File: config.mk
export PLATFORM = sky130hd
export DESIGN_NAME = flpc_host
export DESIGN_NICKNAME = d
export VERILOG_FILES = /design/src/shared/flpc_pkg.sv /design/src/core/flpc_buf2.sv /design/src/core/flpc_host.sv
export SDC_FILE = /design/constraint.sdc
export NUM_CORES = 1
export LEC_CHECK = 0
export CAP_MARGIN = 30
export CORE_MARGIN = 2
export CORE_UTILIZATION = 55
export DETAILED_ROUTE_END_ITERATION = 8
export DONT_BUFFER_PORTS = 1
export PLACE_DENSITY = 0.7
export RECOVER_POWER = 50
export SETUP_SLACK_MARGIN = 0.5
export SYNTH_ARGS = -nofsm -noshare
export SYNTH_HDL_FRONTEND = slang
export SYNTH_SLANG_ARGS = --single-unit
File: constraint.sdc
create_clock -name clk_sys -period 5 [get_ports clk_sys]
set_input_delay 0.25 -clock clk_sys [delete_from_list [all_inputs] [get_ports clk_sys]]
set_output_delay 0.25 -clock clk_sys [all_outputs]
set_load 0.05 [all_outputs]
File: src/shared/flpc_pkg.sv
package flpc_pkg;
  // widths of the flash pins and of the user command
  localparam int ADDR_W = 23;
  localparam int DQ_W   = 16;
  localparam int CNT_W  = 6;
  localparam int BLK_W  = 17;
  localparam int CYC_W  = 4;

  // command bytes written on the low data lane
  localparam logic [7:0] CMD_PROG       = 8'h40;
  localparam logic [7:0] CMD_CLR        = 8'h50;
  localparam logic [7:0] CMD_CFG        = 8'hB8;
  localparam logic [7:0] CMD_RDSTAT     = 8'h70;
  localparam logic [7:0] CMD_BUF_SETUP  = 8'hE8;
  localparam logic [7:0] CMD_CONFIRM    = 8'hD0;
  localparam logic [7:0] CMD_LOCK_SETUP = 8'h60;
  localparam logic [7:0] CMD_LOCK_BLK   = 8'h01;
  localparam logic [7:0] CMD_LOCK_MST   = 8'hF1;
  localparam logic [7:0] CFG_MASK       = 8'h03;

  // status byte layout
  localparam int         SR_READY  = 7;
  localparam int         XSR_AVAIL = 7;
  localparam logic [7:0] ERR_MASK  = 8'h3A;

  // bus timing at the 40 MHz system clock
  localparam int CLK_NS   = 25;
  localparam int T_WE_NS  = 50;
  localparam int T_RD_NS  = 100;
  localparam int SYNC_CYC = 2;
  localparam logic [CYC_W-1:0] WE_CYC = CYC_W'((T_WE_NS + CLK_NS - 1) / CLK_NS);
  localparam logic [CYC_W-1:0] RD_CYC = CYC_W'((T_RD_NS + CLK_NS - 1) / CLK_NS + SYNC_CYC);

  // operations the user may order
  typedef enum logic [2:0] {
    OP_PROG  = 3'h0,
    OP_BUF   = 3'h1,
    OP_CFG   = 3'h2,
    OP_LOCKB = 3'h3,
    OP_LOCKM = 3'h4,
    OP_CLR   = 3'h5,
    OP_RDST  = 3'h6
  } flpc_op_t;

  typedef struct packed {
    flpc_op_t            op;
    logic                hv;
    logic [ADDR_W-1:0]   addr;
    logic [DQ_W-1:0]     data;
    logic [CNT_W-1:0]    count;
  } flpc_cmd_t;

  typedef struct packed {
    logic                refused;
    logic                error;
    logic [7:0]          status;
  } flpc_res_t;
endpackage

File: src/core/flpc_buf2.sv
`timescale 1ns/10ps
module flpc_buf2 #(
  parameter int W = 16
) (
  // clock and reset
  input  logic         clk_sys,
  input  logic         rst,
  // filling side
  input  logic         in_valid,
  output logic         in_ready,
  input  logic [W-1:0] in_data,
  // draining side
  output logic         out_valid,
  input  logic         out_ready,
  output logic [W-1:0] out_data
);
  logic [W-1:0] d0_ff;
  logic [W-1:0] d1_ff;
  logic [W-1:0] nxt_d0;
  logic [W-1:0] nxt_d1;
  logic         v0_ff;
  logic         v1_ff;
  logic         rdy_ff;
  logic         nxt_v0;
  logic         nxt_v1;
  wire          push = in_valid & rdy_ff;
  wire          pop  = v0_ff & out_ready;

  // head entry is always d0; a pop shifts d1 forward before any push lands
  always_comb
  begin
    nxt_d0 = d0_ff;
    nxt_d1 = d1_ff;
    nxt_v0 = v0_ff;
    nxt_v1 = v1_ff;
    if (pop)
    begin
      nxt_d0 = d1_ff;
      nxt_v0 = v1_ff;
      nxt_v1 = 1'b0;
    end
    if (push && !nxt_v0)
    begin
      nxt_d0 = in_data;
      nxt_v0 = 1'b1;
    end
    else if (push)
    begin
      nxt_d1 = in_data;
      nxt_v1 = 1'b1;
    end
  end

  // storage and a registered ready that drops once both entries hold words
  always_ff @(posedge clk_sys or posedge rst)
  begin
    if (rst)
    begin
      v0_ff  <= 1'b0;
      v1_ff  <= 1'b0;
      rdy_ff <= 1'b1;
      d0_ff  <= '0;
      d1_ff  <= '0;
    end
    else
    begin
      v0_ff  <= nxt_v0;
      v1_ff  <= nxt_v1;
      rdy_ff <= !nxt_v1;
      d0_ff  <= nxt_d0;
      d1_ff  <= nxt_d1;
    end
  end

  assign in_ready  = rdy_ff;
  assign out_valid = v0_ff;
  assign out_data  = d0_ff;
endmodule // flpc_buf2

File: src/core/flpc_host.sv
`timescale 1ns/10ps
module flpc_host (
  // clock and reset
  input  logic                       clk_sys,
  input  logic                       rst,
  // user command port
  input  logic                       cmd_valid,
  output logic                       cmd_ready,
  input  flpc_pkg::flpc_cmd_t        cmd,
  // buffered-write data words
  input  logic                       wd_valid,
  output logic                       wd_ready,
  input  logic [flpc_pkg::DQ_W-1:0]  wd_data,
  // result of each command
  output logic                       res_valid,
  output flpc_pkg::flpc_res_t        res,
  // status pin report
  output logic                       sts_busy,
  output logic                       sts_rise,
  // flash pins
  output logic [flpc_pkg::ADDR_W-1:0] flash_addr,
  input  logic [flpc_pkg::DQ_W-1:0]  flash_dq_i,
  output logic [flpc_pkg::DQ_W-1:0]  flash_dq_o,
  output logic                       flash_dq_oe,
  output logic                       flash_ce_n,
  output logic                       flash_oe_n,
  output logic                       flash_we_n,
  output logic                       flash_rp_n,
  output logic                       flash_rp_hv,
  input  logic                       flash_sts
);
  import flpc_pkg::*;

  typedef enum logic [2:0] {
    S_IDLE = 3'h0,
    S_WR   = 3'h1,
    S_RD   = 3'h2,
    S_STEP = 3'h3
  } flpc_state_t;
  typedef enum logic [2:0] {
    PH_SETUP = 3'h0,
    PH_XSR   = 3'h1,
    PH_DATA  = 3'h2,
    PH_CODE  = 3'h3,
    PH_LAST  = 3'h4,
    PH_POLL  = 3'h5
  } flpc_phase_t;
  typedef enum logic [1:0] {
    ACT_NONE = 2'h0,
    ACT_WR   = 2'h1,
    ACT_RD   = 2'h2,
    ACT_FIN  = 2'h3
  } flpc_kind_t;
  typedef struct packed {
    flpc_kind_t          kind;
    logic [ADDR_W-1:0]   addr;
    logic [DQ_W-1:0]     data;
    flpc_phase_t         ph;
    logic                pop;
  } flpc_act_t;

  flpc_state_t         state_ff;
  flpc_state_t         nxt_state;
  flpc_phase_t         phase_ff;
  flpc_cmd_t           cur_ff;
  flpc_res_t           res_ff;
  flpc_act_t           act;
  logic [CNT_W-1:0]    idx_ff;
  logic [CYC_W-1:0]    cyc_ff;
  logic [CYC_W-1:0]    nxt_cyc;
  logic [7:0]          rdata_ff;
  logic [ADDR_W-1:0]   addr_ff;
  logic [ADDR_W-1:0]   nxt_addr;
  logic [DQ_W-1:0]     dq_ff;
  logic [DQ_W-1:0]     nxt_dq;
  logic [DQ_W-1:0]     dq_s1_ff;
  logic [DQ_W-1:0]     dq_s2_ff;
  logic                dq_oe_ff;
  logic                nxt_dq_oe;
  logic                we_n_ff;
  logic                nxt_we_n;
  logic                oe_n_ff;
  logic                nxt_oe_n;
  logic                ce_n_ff;
  logic                nxt_ce_n;
  logic                cmd_ready_ff;
  logic                res_valid_ff;
  logic                err_sticky_ff;
  logic                rp_hv_ff;
  logic                sts_s1_ff;
  logic                sts_s2_ff;
  logic                sts_d_ff;
  logic                sts_busy_ff;
  logic                sts_rise_ff;
  logic                fifo_vld;
  logic [DQ_W-1:0]     fifo_data;

  // two-entry buffer between the user word stream and the flash bus
  flpc_buf2 #(.W(DQ_W)) u_buf (
    .clk_sys   (clk_sys),
    .rst       (rst),
    .in_valid  (wd_valid),
    .in_ready  (wd_ready),
    .in_data   (wd_data),
    .out_valid (fifo_vld),
    .out_ready (act.pop),
    .out_data  (fifo_data)
  );

  // first command byte of each operation
  function automatic logic [7:0] first_cmd(input flpc_op_t op);
    case (op)
      OP_PROG:  return CMD_PROG;
      OP_BUF:   return CMD_BUF_SETUP;
      OP_CFG:   return CMD_CFG;
      OP_LOCKB: return CMD_LOCK_SETUP;
      OP_LOCKM: return CMD_LOCK_SETUP;
      OP_CLR:   return CMD_CLR;
      default:  return CMD_RDSTAT;
    endcase
  endfunction

  // true when a buffered burst would leave its erase block or is empty
  function automatic logic blk_cross(input logic [ADDR_W-1:0] a, input logic [CNT_W-1:0] n);
    logic [BLK_W:0] last;
    last = {1'b0, a[BLK_W-1:0]} + (BLK_W+1)'(n) - (BLK_W+1)'(1);
    return last[BLK_W] || (n == '0);
  endfunction

  // bus write action carrying a command byte
  function automatic flpc_act_t wr_cmd(input logic [ADDR_W-1:0] a, input logic [7:0] c,
                                       input flpc_phase_t p);
    return '{ACT_WR, a, DQ_W'(c), p, 1'b0};
  endfunction

  // refusals: sticky errors block work until cleared, bursts must fit one block
  wire op_free  = (cmd.op == OP_CLR) || (cmd.op == OP_RDST);
  wire refuse   = (err_sticky_ff && !op_free)
                  || (cmd.op == OP_BUF && blk_cross(cmd.addr, cmd.count));
  wire take     = (state_ff == S_IDLE) && cmd_valid && cmd_ready_ff;
  wire fin      = (state_ff == S_STEP) && (act.kind == ACT_FIN);
  wire res_err  = |(rdata_ff & ERR_MASK);
  wire at_end   = (idx_ff == cur_ff.count);
  wire [ADDR_W-1:0] word_addr = cur_ff.addr + ADDR_W'(idx_ff);

  // sequence decoder: picks the next bus cycle from operation and phase
  always_comb
  begin
    act = '{ACT_NONE, cur_ff.addr, '0, phase_ff, 1'b0};
    if (take && !refuse)
      act = wr_cmd(cmd.addr, first_cmd(cmd.op), PH_SETUP);
    else if (state_ff == S_STEP)
    begin
      case (phase_ff)
        PH_SETUP:
          case (cur_ff.op)
            OP_PROG:  act = '{ACT_WR, cur_ff.addr, cur_ff.data, PH_LAST, 1'b0};
            OP_BUF:   act = '{ACT_RD, cur_ff.addr, '0, PH_XSR, 1'b0};
            OP_CFG:   act = wr_cmd(cur_ff.addr, cur_ff.data[7:0] & CFG_MASK, PH_CODE);
            OP_LOCKB: act = wr_cmd(cur_ff.addr, CMD_LOCK_BLK, PH_LAST);
            OP_LOCKM: act = wr_cmd(cur_ff.addr, CMD_LOCK_MST, PH_LAST);
            OP_CLR:   act = wr_cmd(cur_ff.addr, CMD_RDSTAT, PH_LAST);
            default:  act = '{ACT_RD, cur_ff.addr, '0, PH_POLL, 1'b0};
          endcase
        PH_XSR:
          if (rdata_ff[XSR_AVAIL])
            act = '{ACT_WR, cur_ff.addr, DQ_W'(cur_ff.count), PH_DATA, 1'b0};
          else
            act = wr_cmd(cur_ff.addr, CMD_BUF_SETUP, PH_SETUP);
        PH_DATA:
          if (at_end)
            act = wr_cmd(cur_ff.addr, CMD_CONFIRM, PH_LAST);
          else if (fifo_vld)
            act = '{ACT_WR, word_addr, fifo_data, PH_DATA, 1'b1};
        PH_CODE:  act = wr_cmd(cur_ff.addr, CMD_RDSTAT, PH_LAST);
        PH_LAST:  act = '{ACT_RD, cur_ff.addr, '0, PH_POLL, 1'b0};
        PH_POLL:
          if (rdata_ff[SR_READY])
            act.kind = ACT_FIN;
          else
            act = '{ACT_RD, cur_ff.addr, '0, PH_POLL, 1'b0};
        default:  act.kind = ACT_FIN;
      endcase
    end
  end

  // bus cycle engine: strobe low for the write width, data held past its rise
  always_comb
  begin
    nxt_state = state_ff;
    nxt_cyc   = cyc_ff - CYC_W'(1);
    nxt_addr  = addr_ff;
    nxt_dq    = dq_ff;
    nxt_dq_oe = dq_oe_ff;
    nxt_we_n  = we_n_ff;
    nxt_oe_n  = oe_n_ff;
    nxt_ce_n  = ce_n_ff;
    case (state_ff)
      S_WR:
      begin
        nxt_we_n = (cyc_ff == CYC_W'(1)) || we_n_ff;
        if (cyc_ff == '0)
        begin
          nxt_dq_oe = 1'b0;
          nxt_ce_n  = 1'b1;
          nxt_state = S_STEP;
        end
      end
      S_RD:
        if (cyc_ff == '0)
        begin
          nxt_oe_n  = 1'b1;
          nxt_ce_n  = 1'b1;
          nxt_state = S_STEP;
        end
      default:
        if (act.kind == ACT_WR)
        begin
          nxt_state = S_WR;
          nxt_cyc   = WE_CYC;
          nxt_addr  = act.addr;
          nxt_dq    = act.data;
          nxt_dq_oe = 1'b1;
          nxt_we_n  = 1'b0;
          nxt_ce_n  = 1'b0;
        end
        else if (act.kind == ACT_RD)
        begin
          nxt_state = S_RD;
          nxt_cyc   = RD_CYC;
          nxt_addr  = act.addr;
          nxt_oe_n  = 1'b0;
          nxt_ce_n  = 1'b0;
        end
        else if (act.kind == ACT_FIN)
          nxt_state = S_IDLE;
    endcase
  end

  // state, phase and pin registers
  always_ff @(posedge clk_sys or posedge rst)
  begin
    if (rst)
    begin
      state_ff <= S_IDLE;
      phase_ff <= PH_SETUP;
      cyc_ff   <= '0;
      addr_ff  <= '0;
      dq_ff    <= '0;
      dq_oe_ff <= 1'b0;
      we_n_ff  <= 1'b1;
      oe_n_ff  <= 1'b1;
      ce_n_ff  <= 1'b1;
    end
    else
    begin
      state_ff <= nxt_state;
      phase_ff <= (act.kind == ACT_WR || act.kind == ACT_RD) ? act.ph : phase_ff;
      cyc_ff   <= nxt_cyc;
      addr_ff  <= nxt_addr;
      dq_ff    <= nxt_dq;
      dq_oe_ff <= nxt_dq_oe;
      we_n_ff  <= nxt_we_n;
      oe_n_ff  <= nxt_oe_n;
      ce_n_ff  <= nxt_ce_n;
    end
  end

  // command capture, word index, status read-back and result
  always_ff @(posedge clk_sys or posedge rst)
  begin
    if (rst)
    begin
      cur_ff        <= '0;
      idx_ff        <= '0;
      rdata_ff      <= '0;
      cmd_ready_ff  <= 1'b0;
      res_valid_ff  <= 1'b0;
      res_ff        <= '0;
      err_sticky_ff <= 1'b0;
      rp_hv_ff      <= 1'b0;
    end
    else
    begin
      cur_ff        <= (take && !refuse) ? cmd : cur_ff;
      idx_ff        <= (phase_ff == PH_XSR) ? '0 : idx_ff + CNT_W'(act.pop);
      rdata_ff      <= (state_ff == S_RD && cyc_ff == '0) ? dq_s2_ff[7:0] : rdata_ff;
      cmd_ready_ff  <= (nxt_state == S_IDLE);
      res_valid_ff  <= fin || (take && refuse);
      res_ff        <= fin ? flpc_res_t'{1'b0, res_err, rdata_ff} :
                       (take && refuse) ? flpc_res_t'{1'b1, 1'b0, 8'h00} : res_ff;
      err_sticky_ff <= (fin && res_err) ? 1'b1 :
                       (fin && cur_ff.op == OP_CLR) ? 1'b0 : err_sticky_ff;
      rp_hv_ff      <= (take && !refuse) ? cmd.hv : (fin ? 1'b0 : rp_hv_ff);
    end
  end

  // pin synchronisers and status pin level and release edge
  always_ff @(posedge clk_sys or posedge rst)
  begin
    if (rst)
    begin
      dq_s1_ff    <= '0;
      dq_s2_ff    <= '0;
      sts_s1_ff   <= 1'b1;
      sts_s2_ff   <= 1'b1;
      sts_d_ff    <= 1'b1;
      sts_busy_ff <= 1'b0;
      sts_rise_ff <= 1'b0;
    end
    else
    begin
      dq_s1_ff    <= flash_dq_i;
      dq_s2_ff    <= dq_s1_ff;
      sts_s1_ff   <= flash_sts;
      sts_s2_ff   <= sts_s1_ff;
      sts_d_ff    <= sts_s2_ff;
      sts_busy_ff <= !sts_s2_ff;
      sts_rise_ff <= sts_s2_ff && !sts_d_ff;
    end
  end

  assign cmd_ready   = cmd_ready_ff;
  assign res_valid   = res_valid_ff;
  assign res         = res_ff;
  assign sts_busy    = sts_busy_ff;
  assign sts_rise    = sts_rise_ff;
  assign flash_addr  = addr_ff;
  assign flash_dq_o  = dq_ff;
  assign flash_dq_oe = dq_oe_ff;
  assign flash_ce_n  = ce_n_ff;
  assign flash_oe_n  = oe_n_ff;
  assign flash_we_n  = we_n_ff;
  assign flash_rp_n  = 1'b1;
  assign flash_rp_hv = rp_hv_ff;
endmodule // flpc_host

==> key figures <==
Logic synthesis
  • Post-synthesis cell count: 983
  • Main area contributors after synthesis: dfrtp_1 47%, nand2_1 7.2%, ha_1 4.5%
  • Post-synth EDFFs: 0
  • Largest area contributor in the netlist: dfrtp_1
  • Most frequent cells after synthesis: 181 x nand2_1, 178 x dfrtp_1, 79 x o21ai_0, 61 x nor2_1, 49 x inv_1
  • Async S/R FF share, synth: 1.00
  • FF+latch count, synth: 185
  • Most used DFF post-synth: dfrtp_1
  • Post-synthesis sequential area ratio: 0.490
  • Distinct cells, synth: 79
  • Mapped Nets: 1104
  • Syn. warnings: 0
  • Area share of the largest cell type after synthesis: 0.471
  • Synth Cell Area: 0.00946 mm^2
  • Cell with the most instances after synthesis: nand2_1
  • Average size of a mapped cell: 9.62 um^2

Placement
  • Hpwl dp: 15500 um
  • Routability cong.: 0.863
  • Placed Area: 0.00951 mm^2
  • IO buf count: 0
  • Pre-CTS WS: 1.04 ns

Die
  • Initial Utilization: 0.566
  • Die X: 135 um
  • Die area: 0.0183 mm^2
  • Rows: 47
  • Die Ht: 135 um
  • # IOs: 146
  • Core region area: 0.0167 mm^2

Finish
  • Layout cells sized above 1: 0.0960
  • NumNets Final: 1139
  • Final instance area: 0.0108 mm^2
  • Area of the multi-input gates: 0.00436 mm^2
  • Filler cell count: 1361
  • Register area: 0.00464 mm^2
  • Area growth from synthesis to layout: 14.1%
  • Antenna cells: 0

Global routing
  • Vias in the first global route: 7010
  • First-pass GRT wire length: 36900 um
  • Total track usage: 0.258
  • Initial antenna violation count: 0
  • Largest net degree at the start of global routing: 186
  • GRT overflow: 0

Power
  • P_leak: 5.03 nW
  • Max VDD drop: 0.000323 V
  • PwrDens: 549 mW/mm^2

Status
  • Status: complete, but fails checks
  • Failing checks: negative hold slack

Clock tree
  • Clk slew on worst S/H paths: 0.08 ns
  • Clock sink count: 185
  • CTS tree: done
  • CTS Buf Count: 17
  • Clock latency on the worst-skew pair: 0.44 ns
  • # Post-CTS Setup Buffers: 0
  • Post_cts resized: 0
  • # hold bufs at CTS: 66
  • CTS Root Cell: clkbuf_16
  • Clk buf depth: 2
  • Htree depth: 4

Timing
  • Final setup viols: 0
  • Max Slew Vio Count: 0
  • Final period util: 0.777
  • RSZ-0062 raised after global routing: false
  • Slew @ Worst Pin: 1.01 ns
  • Final hold violation count: 11
  • Worst setup margin: 1.12 ns
  • TNS Setup: 0 ns
  • Clk_skew: 0.0117 ns
  • Final Critical Period: 3.88 ns
  • Fmax: 258 MHz
  • Worst Hold Slack: -0.0414 ns
  • Rel. slew slack: 0.326

Route
  • Routed Antenna Nets: 0
  • TritonRoute pass-1 iters: 6
  • Avg WL per Cell: 18.3 um
  • Drt drc: 0
  • Aggregate routed wire length: 23000 um
  • Initial DRC count: 562
  • Vias post-DR: 7308
  • Number of vias per cell: 5.84

Setup path
  • Type of the worst setup path: in2reg
  • Crit Path Max Fanout: 18
  • Data required, critical path: 5.32 ns
  • CP Data Arrival Time: 4.21 ns
  • Startpoint Class: input pin
  • CP Capture Type: flip-flop

Job
  • Maxcap violations: 0

Min path
  • Hold Path Class: in2async
area by class of cell:
cell class,count,area share
Inverter,49,0.0172
Sequential cell,185,0.430
Clock inverter,15,0.0184
Timing Repair Buffer,71,0.0659
Clock buffer,17,0.0394
Tap cell,220,0.0255
Multi-Input combinational cell,694,0.404
cells in the final DEF (no fill, tap or decap), types with 8 or more instances in the layout:
| cell | instances |
|---|---|
| a21oi_1 | 42 |
| clkbuf_16 | 17 |
| mux2_2 | 21 |
| and2_1 | 8 |
| o21ai_0 | 79 |
| a31oi_1 | 22 |
| nand2_1 | 181 |
| inv_1 | 48 |
| dfrtp_1 | 178 |
| mux2i_1 | 21 |
| and3_1 | 12 |
| nor3_1 | 14 |
| a22oi_1 | 12 |
| ha_1 | 34 |
| nand3_1 | 27 |
| xnor2_1 | 19 |
| a31o_2 | 10 |
| dlygate4sd3_1 | 66 |
| nor2_1 | 61 |
| mux2_4 | 10 |
| xor2_1 | 10 |
per-stage QoR:
step                       util  instances  power [mW]
after detailed placement  0.569       1153        4.48
after global placement    0.569       1153        4.43
final                     0.646       1251        5.92
after CTS                 0.646       1251        5.93
after floorplan               -        983        4.07
after global routing      0.646       1251        6.27
cells by family (layout without fill, tap and decap cells):
family                   after synthesis  count (layout)  synth area share
XOR/XNOR                              29              29            0.0269
other                                  1               1          0.000396
buffers and inverters                104             152            0.0501
AO/OA/AOI/OAI                        227             227             0.153
multiplexers                          53              53            0.0645
adder cells (fa/ha/maj)               35              35            0.0471
AND/OR/NAND/NOR                      349             349             0.168
flip-flops                           185             185             0.490
routing by layer:
layer	GRT usage	wire length, um
met5	0	0
met2	0.403	10700
met4	0.0874	514
met1	0.360	10400
met3	0.0569	1410
worst max-delay path: stages:
cell and delay [ns]:
dlygate4sd3_1 0.54, inv_1 0.09, ha_1 0.14, inv_1 0.04, ha_1 0.27, a21oi_1 0.06
o21ai_0 0.18, a21oi_1 0.11, o211ai_2 0.38, mux2_2 0.39, o21ai_0 0.15, ha_1 0.34
nand2_1 0.61, nor2_1 0.21, a22o_1 0.26, a31o_1 0.18
power breakdown:
part | switching (mW) | internal (mW) | total (mW)
Combinational | 0.914 | 0.651 | 1.56
Clock | 0.676 | 0.730 | 1.41
Sequential | 1.03 | 1.92 | 2.95
Total | 2.62 | 3.30 | 5.92
sequential cells by signal, indices dropped and copies added, names as in the netlist, 3 cells and up:
| name | flops |
|---|---|
| idx_ff | 6 |
| cyc_ff | 4 |
| res | 10 |
| u_buf.out_data | 16 |
| phase_ff | 3 |
| cur_ff | 48 |
| dq_s2_ff | 8 |
| flash_addr | 23 |
| flash_dq_o | 16 |
| dq_s1_ff | 8 |
| u_buf.d1_ff | 16 |
| state_ff | 3 |
| rdata_ff | 8 |
worst paths after layout:
check / start / cells past startpoint / endpoint / slack (ns)
setup / recovery: cmd[27] / 16 / flash_addr[12] / 1.12
hold / removal: rst / 2 / dq_s1_ff[2] / -0.04
setup reg to reg: phase_ff[1] / 8 / flash_addr[12] / 1.23
hold reg to reg: dq_s1_ff[6] / 0 / dq_s2_ff[6] / 0.35
max in group asynchronous: rst / 2 / cur_ff[0] / 4.25
min in group clk_sys: cmd[2] / 2 / cur_ff[2] / 0.02
Note: power is estimated with default switching activity, not from simulation.
